`src/verilog/gst2_pkg.sv`:
```
// Purpose: Constants for the second interrupt status / mask register slice
// Assumes: Byte-wide register port of the talker/listener chip, one clock
// Notes:   Bit positions hold for both the read and the write image
//
// What this block does
// - Set service-request flag on rising controller-SRQ term
// - Clear service-request flag on reset or status read
// - Service request set only while controller-in-charge
// - Lockout bit 5 reads one in LWLS/RWLS
// - Lockout bit never raises an interrupt
// - Remote bit 4 reads one in REMS/RWLS
// - Enter remote when REN and addressed listener
// - Set command-out bit 3 on CACS-and-SGNS rise
// - Clear command-out on read, leaving CACS or SGNS
// - Command-out set means command output register empty
// - Enabled status raises interrupt; status ignores enables
// - Defer flag set/clear until status read completes
package gst2_pkg;

    localparam int          ADDR_W          = 4;
    localparam int          DATA_W          = 8;

    // Register port offset of the status (read) / mask (write) pair
    localparam logic [3:0]  STAT_TWO_OFFSET = 4'h5;

    // Read image
    localparam int          BIT_SRV_REQ     = 6;
    localparam int          BIT_LOCKOUT     = 5;
    localparam int          BIT_REMOTE      = 4;
    localparam int          BIT_CMD_OUT     = 3;
    // Write image
    localparam int          BIT_SRV_REQ_IE  = 6;
    localparam int          BIT_DMA_OUT     = 5;
    localparam int          BIT_DMA_IN      = 4;
    localparam int          BIT_CMD_OUT_IE  = 3;

    localparam logic [7:0]  STAT_RESET      = 8'h00;
    localparam logic        FLAG_RESET      = 1'b0;
    localparam logic        ENABLE_RESET    = 1'b0;

    // Remote/local function states
    typedef enum logic [1:0] {
        GST2_LOCS,
        GST2_REMS,
        GST2_RWLS,
        GST2_LWLS
    } gst2_rl_state_t;

endpackage

```
`src/verilog/gst2_status.sv`:
```
// Purpose: Second interrupt status/mask slice: service request in, lockout,
//          remote, command out, plus the remote/local state tracker
// Assumes: rd_i is held high for the whole read access; inputs synchronous
// Notes:   Read data is snapshotted at the start of a read access
`timescale 1ns/100ps
module gst2_status (
    input  wire logic                           mclk_i,        // 25 MHz clock
    input  wire logic                           reset_i,       // Sync reset, high
    input  wire logic [gst2_pkg::ADDR_W-1:0]    addr_i,        // Register offset
    input  wire logic                           rd_i,          // Read access level
    input  wire logic                           wr_i,          // Write strobe
    input  wire logic [gst2_pkg::DATA_W-1:0]    wr_data_i,     // Write data
    input  wire logic                           cic_i,         // Controller in charge
    input  wire logic                           srq_i,         // Bus service request
    input  wire logic                           rqs_i,         // Request service msg
    input  wire logic                           dav_i,         // Data valid msg
    input  wire logic                           cacs_i,        // Controller active state
    input  wire logic                           sgns_i,        // Source generate state
    input  wire logic                           ren_i,         // Remote enable line
    input  wire logic                           listen_addr_i, // Addressed as listener
    input  wire logic                           llo_i,         // Local lockout received
    input  wire logic                           gtl_i,         // Go to local received
    output logic      [gst2_pkg::DATA_W-1:0]    rd_data_o,     // Read data
    output logic                                service_request_in_flag_o, // Service request flag
    output logic                                command_out_flag_o, // Command out flag
    output logic                                lockout_level_o,    // Lockout status
    output logic                                remote_level_o,     // Remote status
    output logic                                irq_o          // Interrupt request
);
    import gst2_pkg::*;

    ////////////////////////////////////////////////////////////////////////
    // Access decode

    logic                   sel;
    logic                   rd_act;
    logic                   rd_q_reg;
    logic                   rd_start;
    logic                   rd_end;
    logic                   wr_act;

    assign sel      = (addr_i == STAT_TWO_OFFSET);
    assign rd_act   = rd_i & sel;
    assign rd_start = rd_act & ~rd_q_reg;
    assign rd_end   = rd_q_reg & ~rd_act;
    assign wr_act   = wr_i & sel;

    always_ff @(posedge mclk_i) begin
        if (reset_i) begin
            rd_q_reg <= 1'b0;
        end else begin
            rd_q_reg <= rd_act;
        end
    end

    ////////////////////////////////////////////////////////////////////////
    // Mask register

    logic                   srv_req_ie_reg;
    logic                   cmd_out_ie_reg;

    // DMA enables are not implemented; their write bits are dropped
    always_ff @(posedge mclk_i) begin
        if (reset_i) begin
            srv_req_ie_reg <= ENABLE_RESET;
            cmd_out_ie_reg <= ENABLE_RESET;
        end else if (wr_act) begin
            srv_req_ie_reg <= wr_data_i[BIT_SRV_REQ_IE];
            cmd_out_ie_reg <= wr_data_i[BIT_CMD_OUT_IE];
        end
    end

    ////////////////////////////////////////////////////////////////////////
    // Event terms

    logic                   srq_term;
    logic                   srq_term_reg;
    logic                   srq_rise;
    logic                   cmd_term;
    logic                   cmd_term_reg;
    logic                   cmd_rise;

    assign srq_term = cic_i & srq_i & ~(rqs_i & dav_i);
    assign srq_rise = srq_term & ~srq_term_reg;
    assign cmd_term = cacs_i & sgns_i;
    assign cmd_rise = cmd_term & ~cmd_term_reg;

    always_ff @(posedge mclk_i) begin
        if (reset_i) begin
            srq_term_reg <= 1'b0;
            cmd_term_reg <= 1'b0;
        end else begin
            srq_term_reg <= srq_term;
            cmd_term_reg <= cmd_term;
        end
    end

    ////////////////////////////////////////////////////////////////////////
    // Service request in flag

    logic                   srv_req_reg;
    logic                   srv_req_pend_reg;

    // During a read the flag is frozen and a new event is parked; at the
    // end of the read the clear is applied first so a parked event wins
    always_ff @(posedge mclk_i) begin
        if (reset_i) begin
            srv_req_reg      <= FLAG_RESET;
            srv_req_pend_reg <= 1'b0;
        end else if (rd_act) begin
            if (srq_rise) begin
                srv_req_pend_reg <= 1'b1;
            end
        end else if (rd_end) begin
            srv_req_reg      <= srv_req_pend_reg | srq_rise;
            srv_req_pend_reg <= 1'b0;
        end else if (srq_rise) begin
            srv_req_reg <= 1'b1;
        end
    end

    ////////////////////////////////////////////////////////////////////////
    // Command out flag

    logic                   cmd_out_reg;
    logic                   cmd_out_pend_reg;

    // Set means the command output register is empty and may be written
    always_ff @(posedge mclk_i) begin
        if (reset_i) begin
            cmd_out_reg      <= FLAG_RESET;
            cmd_out_pend_reg <= 1'b0;
        end else if (rd_act) begin
            if (cmd_rise) begin
                cmd_out_pend_reg <= 1'b1;
            end else if (!cmd_term) begin
                cmd_out_pend_reg <= 1'b0;
            end
        end else if (rd_end) begin
            cmd_out_reg      <= (cmd_out_pend_reg | cmd_rise) & cmd_term;
            cmd_out_pend_reg <= 1'b0;
        end else if (cmd_rise) begin
            cmd_out_reg <= 1'b1;
        end else if (!cmd_term) begin
            cmd_out_reg <= 1'b0;
        end
    end

    ////////////////////////////////////////////////////////////////////////
    // Remote/local function

    gst2_rl_state_t         rl_reg;
    gst2_rl_state_t         rl_next;

    always_comb begin
        rl_next = rl_reg;
        if (!ren_i) begin
            rl_next = GST2_LOCS;
        end else begin
            unique case (rl_reg)
                GST2_LOCS: begin
                    if (llo_i) begin
                        rl_next = GST2_LWLS;
                    // A go-to-local still on the bus keeps the function local
                    end else if (listen_addr_i && !gtl_i) begin
                        rl_next = GST2_REMS;
                    end
                end
                GST2_REMS: begin
                    if (llo_i) begin
                        rl_next = GST2_RWLS;
                    end else if (gtl_i && listen_addr_i) begin
                        rl_next = GST2_LOCS;
                    end
                end
                GST2_RWLS: begin
                    if (gtl_i && listen_addr_i) begin
                        rl_next = GST2_LWLS;
                    end
                end
                GST2_LWLS: begin
                    if (listen_addr_i && !gtl_i) begin
                        rl_next = GST2_RWLS;
                    end
                end
            endcase
        end
    end

    always_ff @(posedge mclk_i) begin
        if (reset_i) begin
            rl_reg <= GST2_LOCS;
        end else begin
            rl_reg <= rl_next;
        end
    end

    // Levels follow the state only; reads never touch them
    logic                   lockout_reg;
    logic                   remote_reg;

    always_ff @(posedge mclk_i) begin
        if (reset_i) begin
            lockout_reg <= 1'b0;
            remote_reg  <= 1'b0;
        end else begin
            lockout_reg <= (rl_next == GST2_LWLS) || (rl_next == GST2_RWLS);
            remote_reg  <= (rl_next == GST2_REMS) || (rl_next == GST2_RWLS);
        end
    end

    ////////////////////////////////////////////////////////////////////////
    // Read image and interrupt

    logic [DATA_W-1:0]      rd_data_reg;
    logic                   irq_reg;

    // Snapshot at read start keeps the image stable for a long access
    always_ff @(posedge mclk_i) begin
        if (reset_i) begin
            rd_data_reg <= STAT_RESET;
        end else if (rd_start) begin
            rd_data_reg           <= STAT_RESET;
            rd_data_reg[BIT_SRV_REQ] <= srv_req_reg;
            rd_data_reg[BIT_LOCKOUT] <= lockout_reg;
            rd_data_reg[BIT_REMOTE]  <= remote_reg;
            rd_data_reg[BIT_CMD_OUT] <= cmd_out_reg;
        end
    end

    // Lockout deliberately has no enable and no path here
    always_ff @(posedge mclk_i) begin
        if (reset_i) begin
            irq_reg <= 1'b0;
        end else begin
            irq_reg <= (srv_req_reg & srv_req_ie_reg)
                     | (cmd_out_reg & cmd_out_ie_reg);
        end
    end

    assign rd_data_o                 = rd_data_reg;
    assign service_request_in_flag_o = srv_req_reg;
    assign command_out_flag_o        = cmd_out_reg;
    assign lockout_level_o           = lockout_reg;
    assign remote_level_o            = remote_reg;
    assign irq_o              = irq_reg;

endmodule
```
`config.mk`:
```
export PLATFORM = sky130hd
export DESIGN_NAME = gst2_status
export DESIGN_NICKNAME = d
export VERILOG_FILES = /design/src/verilog/gst2_pkg.sv /design/src/verilog/gst2_status.sv
export SDC_FILE = /design/constraint.sdc
export NUM_CORES = 1
export LEC_CHECK = 0
export ABC_AREA = 1
export BUFFER_PORTS_ARGS = -buffer_cell sky130_fd_sc_hd__buf_4
export CAP_MARGIN = 20
export CORE_MARGIN = 1.5
export CORE_UTILIZATION = 47
export DETAILED_ROUTE_END_ITERATION = 8
export MAX_ROUTING_LAYER = met4
export PLACE_DENSITY = 0.81
export SLEW_MARGIN = 0
export SYNTH_ARGS = -nofsm -noshare
export SYNTH_HDL_FRONTEND = slang
export SYNTH_SLANG_ARGS = --single-unit
```
`constraint.sdc`:
```
create_clock -name mclk_i -period 2.06 [get_ports mclk_i]
set_input_delay 0.103 -clock mclk_i [delete_from_list [all_inputs] [get_ports mclk_i]]
set_output_delay 0.103 -clock mclk_i [all_outputs]
set_load 0.05 [all_outputs]
```
## After elaboration in Yosys (flattened, before gate mapping)

Index checks and enable logic that the tools add are counted.

| word-level totals | value |
|---|---|
| flip-flop bits (word level) | 18 |
| latch bits | 0 |
| RAM bits | 0 |
| memory bits (read-only) | 0 |
| input bits | 26 |
| output and inout port bits | 13 |
| logic and storage cells | 73 |
| memories | 0 |

| operators by class | value |
|---|---|
| add/sub/neg operators | 0 |
| multipliers | 0 |
| div/mod/pow operators | 0 |
| magnitude comparators | 0 |
| equality and inequality tests | 10 |
| shift-type cells | 0 |
| mux-type cells | 16 |
| bitwise logic cells | 21 |
| reductions and logical operators | 12 |

Operators with widths:

| kind | number |
|---|---|
| $mux 2 | 7 |
| $and 1x1->1 | 13 |
| $eq 2x2->1 const B | 4 |
| $mux 1 | 8 |
| $pmux 2 s4 | 1 |
| $reduce_and 2->1 | 4 |
| $ne 3x2->1 const B | 2 |
| $not 1->1 | 5 |
| $eq 2x1->1 const B | 2 |
| $eq 4x3->1 const B | 1 |
| $reduce_bool 2->1 | 2 |
| $or 1x1->1 | 3 |
| $logic_and 1x1->1 | 2 |
| $logic_not 2->1 | 1 |
| $logic_or 1x1->1 | 2 |
| $ne 2x1->1 const B | 1 |
| $logic_not 1->1 | 1 |

## Logic depth before layout (Yosys ltp)

| depth | value |
|---|---|
| depth after elaboration | 8 |
| gate-level depth with buffers | 10 |
| gate-level depth less buffers | 10 |

## Worst setup path before layout

No wires, ideal clock.

| path | value |
|---|---|
| kind | flip-flop to flip-flop |
| start | register rl_reg[1] |
| end | register lockout_reg, in the netlist lockout_level_o |
| library setup time | 113 ps |
| data arrival time | 1027 ps |
| data required time | 1947 ps |
| slack | 920 ps |
| cell stages (with the launch flop) | 11 |
| buffers on the path | 0 |
| period minus slack after synthesis | 1140 ps |
| path through | dfxtp_1 > inv_1 > nand2_1 > inv_1 > a21oi_1 > nand2_1 > nand2_1 > inv_1 > ha_1 > nor2_1 > nor2_1 |

| on the way | value |
|---|---|
| elaborated cells between the ends (all ways) | 15 |
| classes of those cells | eq/ne (5); mux (8); reduce/logical (2) |

RTL lines:

| element | RTL line | RTL |
|---|---|---|
| start: declaration | gst2_status.sv:152 | `gst2_rl_state_t rl_reg;` |
| start signal: assignment | gst2_status.sv:194 | `rl_reg <= rl_next;` |
| $eq 2x2->1 (tied with other cells) | gst2_status.sv:160 | `unique case (rl_reg)` |
| $pmux 2 s4 * | gst2_status.sv:160 |  |
| $mux 2 * | gst2_status.sv:157 | `if (!ren_i) begin` |
| via rl_next[0] | gst2_status.sv:153 | `gst2_rl_state_t rl_next;` |
| $eq 2x2->1 | gst2_status.sv:207 | `lockout_reg <= (rl_next == GST2_LWLS) \|\| (rl_next == GST2_RWLS);` |
| $logic_or 1x1->1 * | gst2_status.sv:207 |  |
| end signal: assignment | gst2_status.sv:207 |  |
| end: declaration | gst2_status.sv:199 | `logic lockout_reg;` |

The timed path passes the listed nets; every way through them passes the cells marked *.
A chain may end at the register's enable or synchronous reset.

## Worst setup path in the final report

Ends and elaborated chain as after synthesis.

==> summary.md <==
| Metric | Value |
|---|---|
| Sequential Area | `360 sq um` |
| Maximum VDD drop | `558 uV` |
| Synthesized cell area | `820 sq um` |
| Die Wd | `44.8 um` |
| CTS Buffer Depth | `2` |
| Hold Path Class | `input pin to flop` |
| Largest net degree at the start of global routing | `11` |
| Outcome | `finished clean` |
| CTS H-tree depth | `1` |
| Clock Sinks | `18` |
| Hold Buf Count CTS | `0` |
| Fmax | `0.789 GHz` |
| Via Count | `730` |
| Post-CTS Setup Repair Bufs | `0` |
| Number of global-route vias before repair | `617` |
| CORE AREA | `1580 sq um` |
| PwrDens | `674 nW/um^2` |
| Area Growth Syn to Fin | `29.3%` |
| Post-detail-place hpwl | `1100 um` |
| CTS root buffer | `clkbuf_4` |
| Initial Utilization | `0.520` |
| Setup TNS | `0 ns` |
| Initial drt markers | `11` |
| # resized after CTS | `0` |
| Skew final | `0.00614 ns` |
| WP data required | `2.26 ns` |
| Final worst-path cycle share | `0.616` |
| Global placement routability congestion | `0.795` |
| Fillers | `144` |
| Final antenna-violating net count | `0` |
| Routed WL per cell | `8.77 um` |
| Cts bufs inserted | `3` |
| Clk_lat worst skew | `0.29 ns` |
| Ant diodes | `0` |
| Endpoints failing setup | `0` |
| Die area | `2000 sq um` |
| Rows | `14` |
| Drt via density | `4.51` |
| Worst EP arrival | `1.46 ns` |
| CTS tree | `done` |
| Die Y | `44.8 um` |
| Fin Hold WS | `0.0399 ns` |
| Syn_area_per_cell | `7.06 sq um` |
| Multi-input gate area | `362 sq um` |
| Min Tclk post-route | `1.27 ns` |
| Synthesized netlist cell count | `116` |
| CP endpoint kind | `flop` |
| Total Routed Length | `1420 um` |
| First-pass GRT wire length | `2430 um` |
| Setup crit start kind | `flop` |
| I/O Pins | `39` |
| Sequential share of the synthesized area | `0.440` |
| Share of layout cells above drive strength 1 | `0.253` |
| GRT overflow | `0` |
| Max cap viols | `0` |
| DRT Pass-1 Iters | `4` |
| Yosys cell types | `17` |
| RSZ-0062 raised after global routing | `no` |
| Slew Viols, Final | `0` |
| Synth Warn # | `0` |
| Commonest non-fill, non-tap cell in the layout | `buf_4` |
| Global Route Usage Sum | `0.177` |
| Leak | `0.000569 uW` |
| Max reg flops | `4` |
| Worst-path clk slew | `0.10 ns` |
| CP Max Fanout | `3` |
| Post-route DRC | `0` |
| Nets | `175` |
| Final hold vios | `0` |
| #FFs+latches synth | `18` |
| Initial antenna violation count | `0` |
| Final Util | `0.672` |
| Commonest non-fill, non-tap cells in the layout | `buf_4, nor2_1, nand2_1, inv_1, dfxtp_1` |
| Kind of critical path | `flop to flop` |
| IO buf count | `28` |
-- area by class of cell --
type / instances / share of cell area
clock buffer: 4 / 0.0342
multi-input combinational: 77 / 0.341
sequential: 18 / 0.340
inverter: 19 / 0.0673
tap: 16 / 0.0189
timing repair buffer: 28 / 0.198
-- metrics by stage --
step / setup WS [ns] / instance area [sq um] / power [uW] / std cells
floorplan: 0.920 / 831 / 467 / 119
global placement: 0.854 / 1020 / 507 / 158
detailed placement: 0.788 / 1020 / 510 / 158
CTS: 0.777 / 1060 / 722 / 162
global route: 0.651 / 1060 / 753 / 162
finish: 0.792 / 1060 / 715 / 162
-- worst max-delay path, cell delays in order (launching register included) --
cell and delay, ns:
dfxtp_1 0.36, inv_1 0.04, nand2_1 0.05, inv_1 0.06, a21oi_1 0.13, nand2_1 0.07
nand2_1 0.10, inv_1 0.06, ha_1 0.19, nor2_1 0.08, nor2_1 0.04
-- cell families (layout without fill, tap and decap cells) --
group | Yosys count | in the layout | synth area share
compound gates | 15 | 15 | 0.0947
flops | 18 | 18 | 0.440
buf+inv | 24 | 51 | 0.133
simple gates | 56 | 56 | 0.298
other cells | 1 | 4 | 0.00458
fa+ha+maj | 2 | 2 | 0.0305
-- path summary, 6_finish.rpt --
| kind | start | end | slack, ns | cells after the start |
|---|---|---|---|---|
| hold reg to reg | srv_req_ie_reg$_SDFFE_PP0P_ | srv_req_ie_reg$_SDFFE_PP0P_ | 0.45 | 2 |
| setup reg to reg | rl_reg[1]$_SDFF_PP0_ | lockout_level_o$_SDFF_PP0_ | 0.79 | 10 |
| hold / removal | reset_i | remote_level_o$_SDFF_PP0_ | 0.04 | 2 |
| setup / recovery | rl_reg[1]$_SDFF_PP0_ | lockout_level_o$_SDFF_PP0_ | 0.79 | 10 |
-- cell usage after synthesis --
| master | number | area [sq um] |
|---|---|---|
| nor2_1 | 24 | 90.1 |
| nand2_1 | 22 | 82.6 |
| dfxtp_1 | 18 | 360 |
| inv_1 | 18 | 67.6 |
| o21ai_0 | 9 | 45.0 |
| a21oi_1 | 5 | 25.0 |
| buf_4 | 5 | 37.5 |
| nand3_1 | 5 | 25.0 |
| ha_1 | 2 | 25.0 |
| conb_1 | 1 | 3.75 |
| inv_2 | 1 | 3.75 |
| nand3_4 | 1 | 17.5 |
| nor2_2 | 1 | 6.26 |
| nor2_4 | 1 | 11.3 |
| nor3_1 | 1 | 5.00 |
| o211ai_1 | 1 | 7.51 |
| or2_2 | 1 | 6.26 |
-- power breakdown --
part	internal (uW)	switching (uW)	total, uW
Clock	108	105	213
Combinational	49.7	83.1	133
Sequential	361	7.97	369
Total	518	196	715
-- layer usage --
metal	up-vias	wire, um	track usage
li1	405	-	-
met5	-	0	-
met4	0	17	0.0909
met3	2	72	0.0600
met2	20	663	0.264
met1	303	667	0.211
No activity file was read; power rests on OpenSTA's default activity.
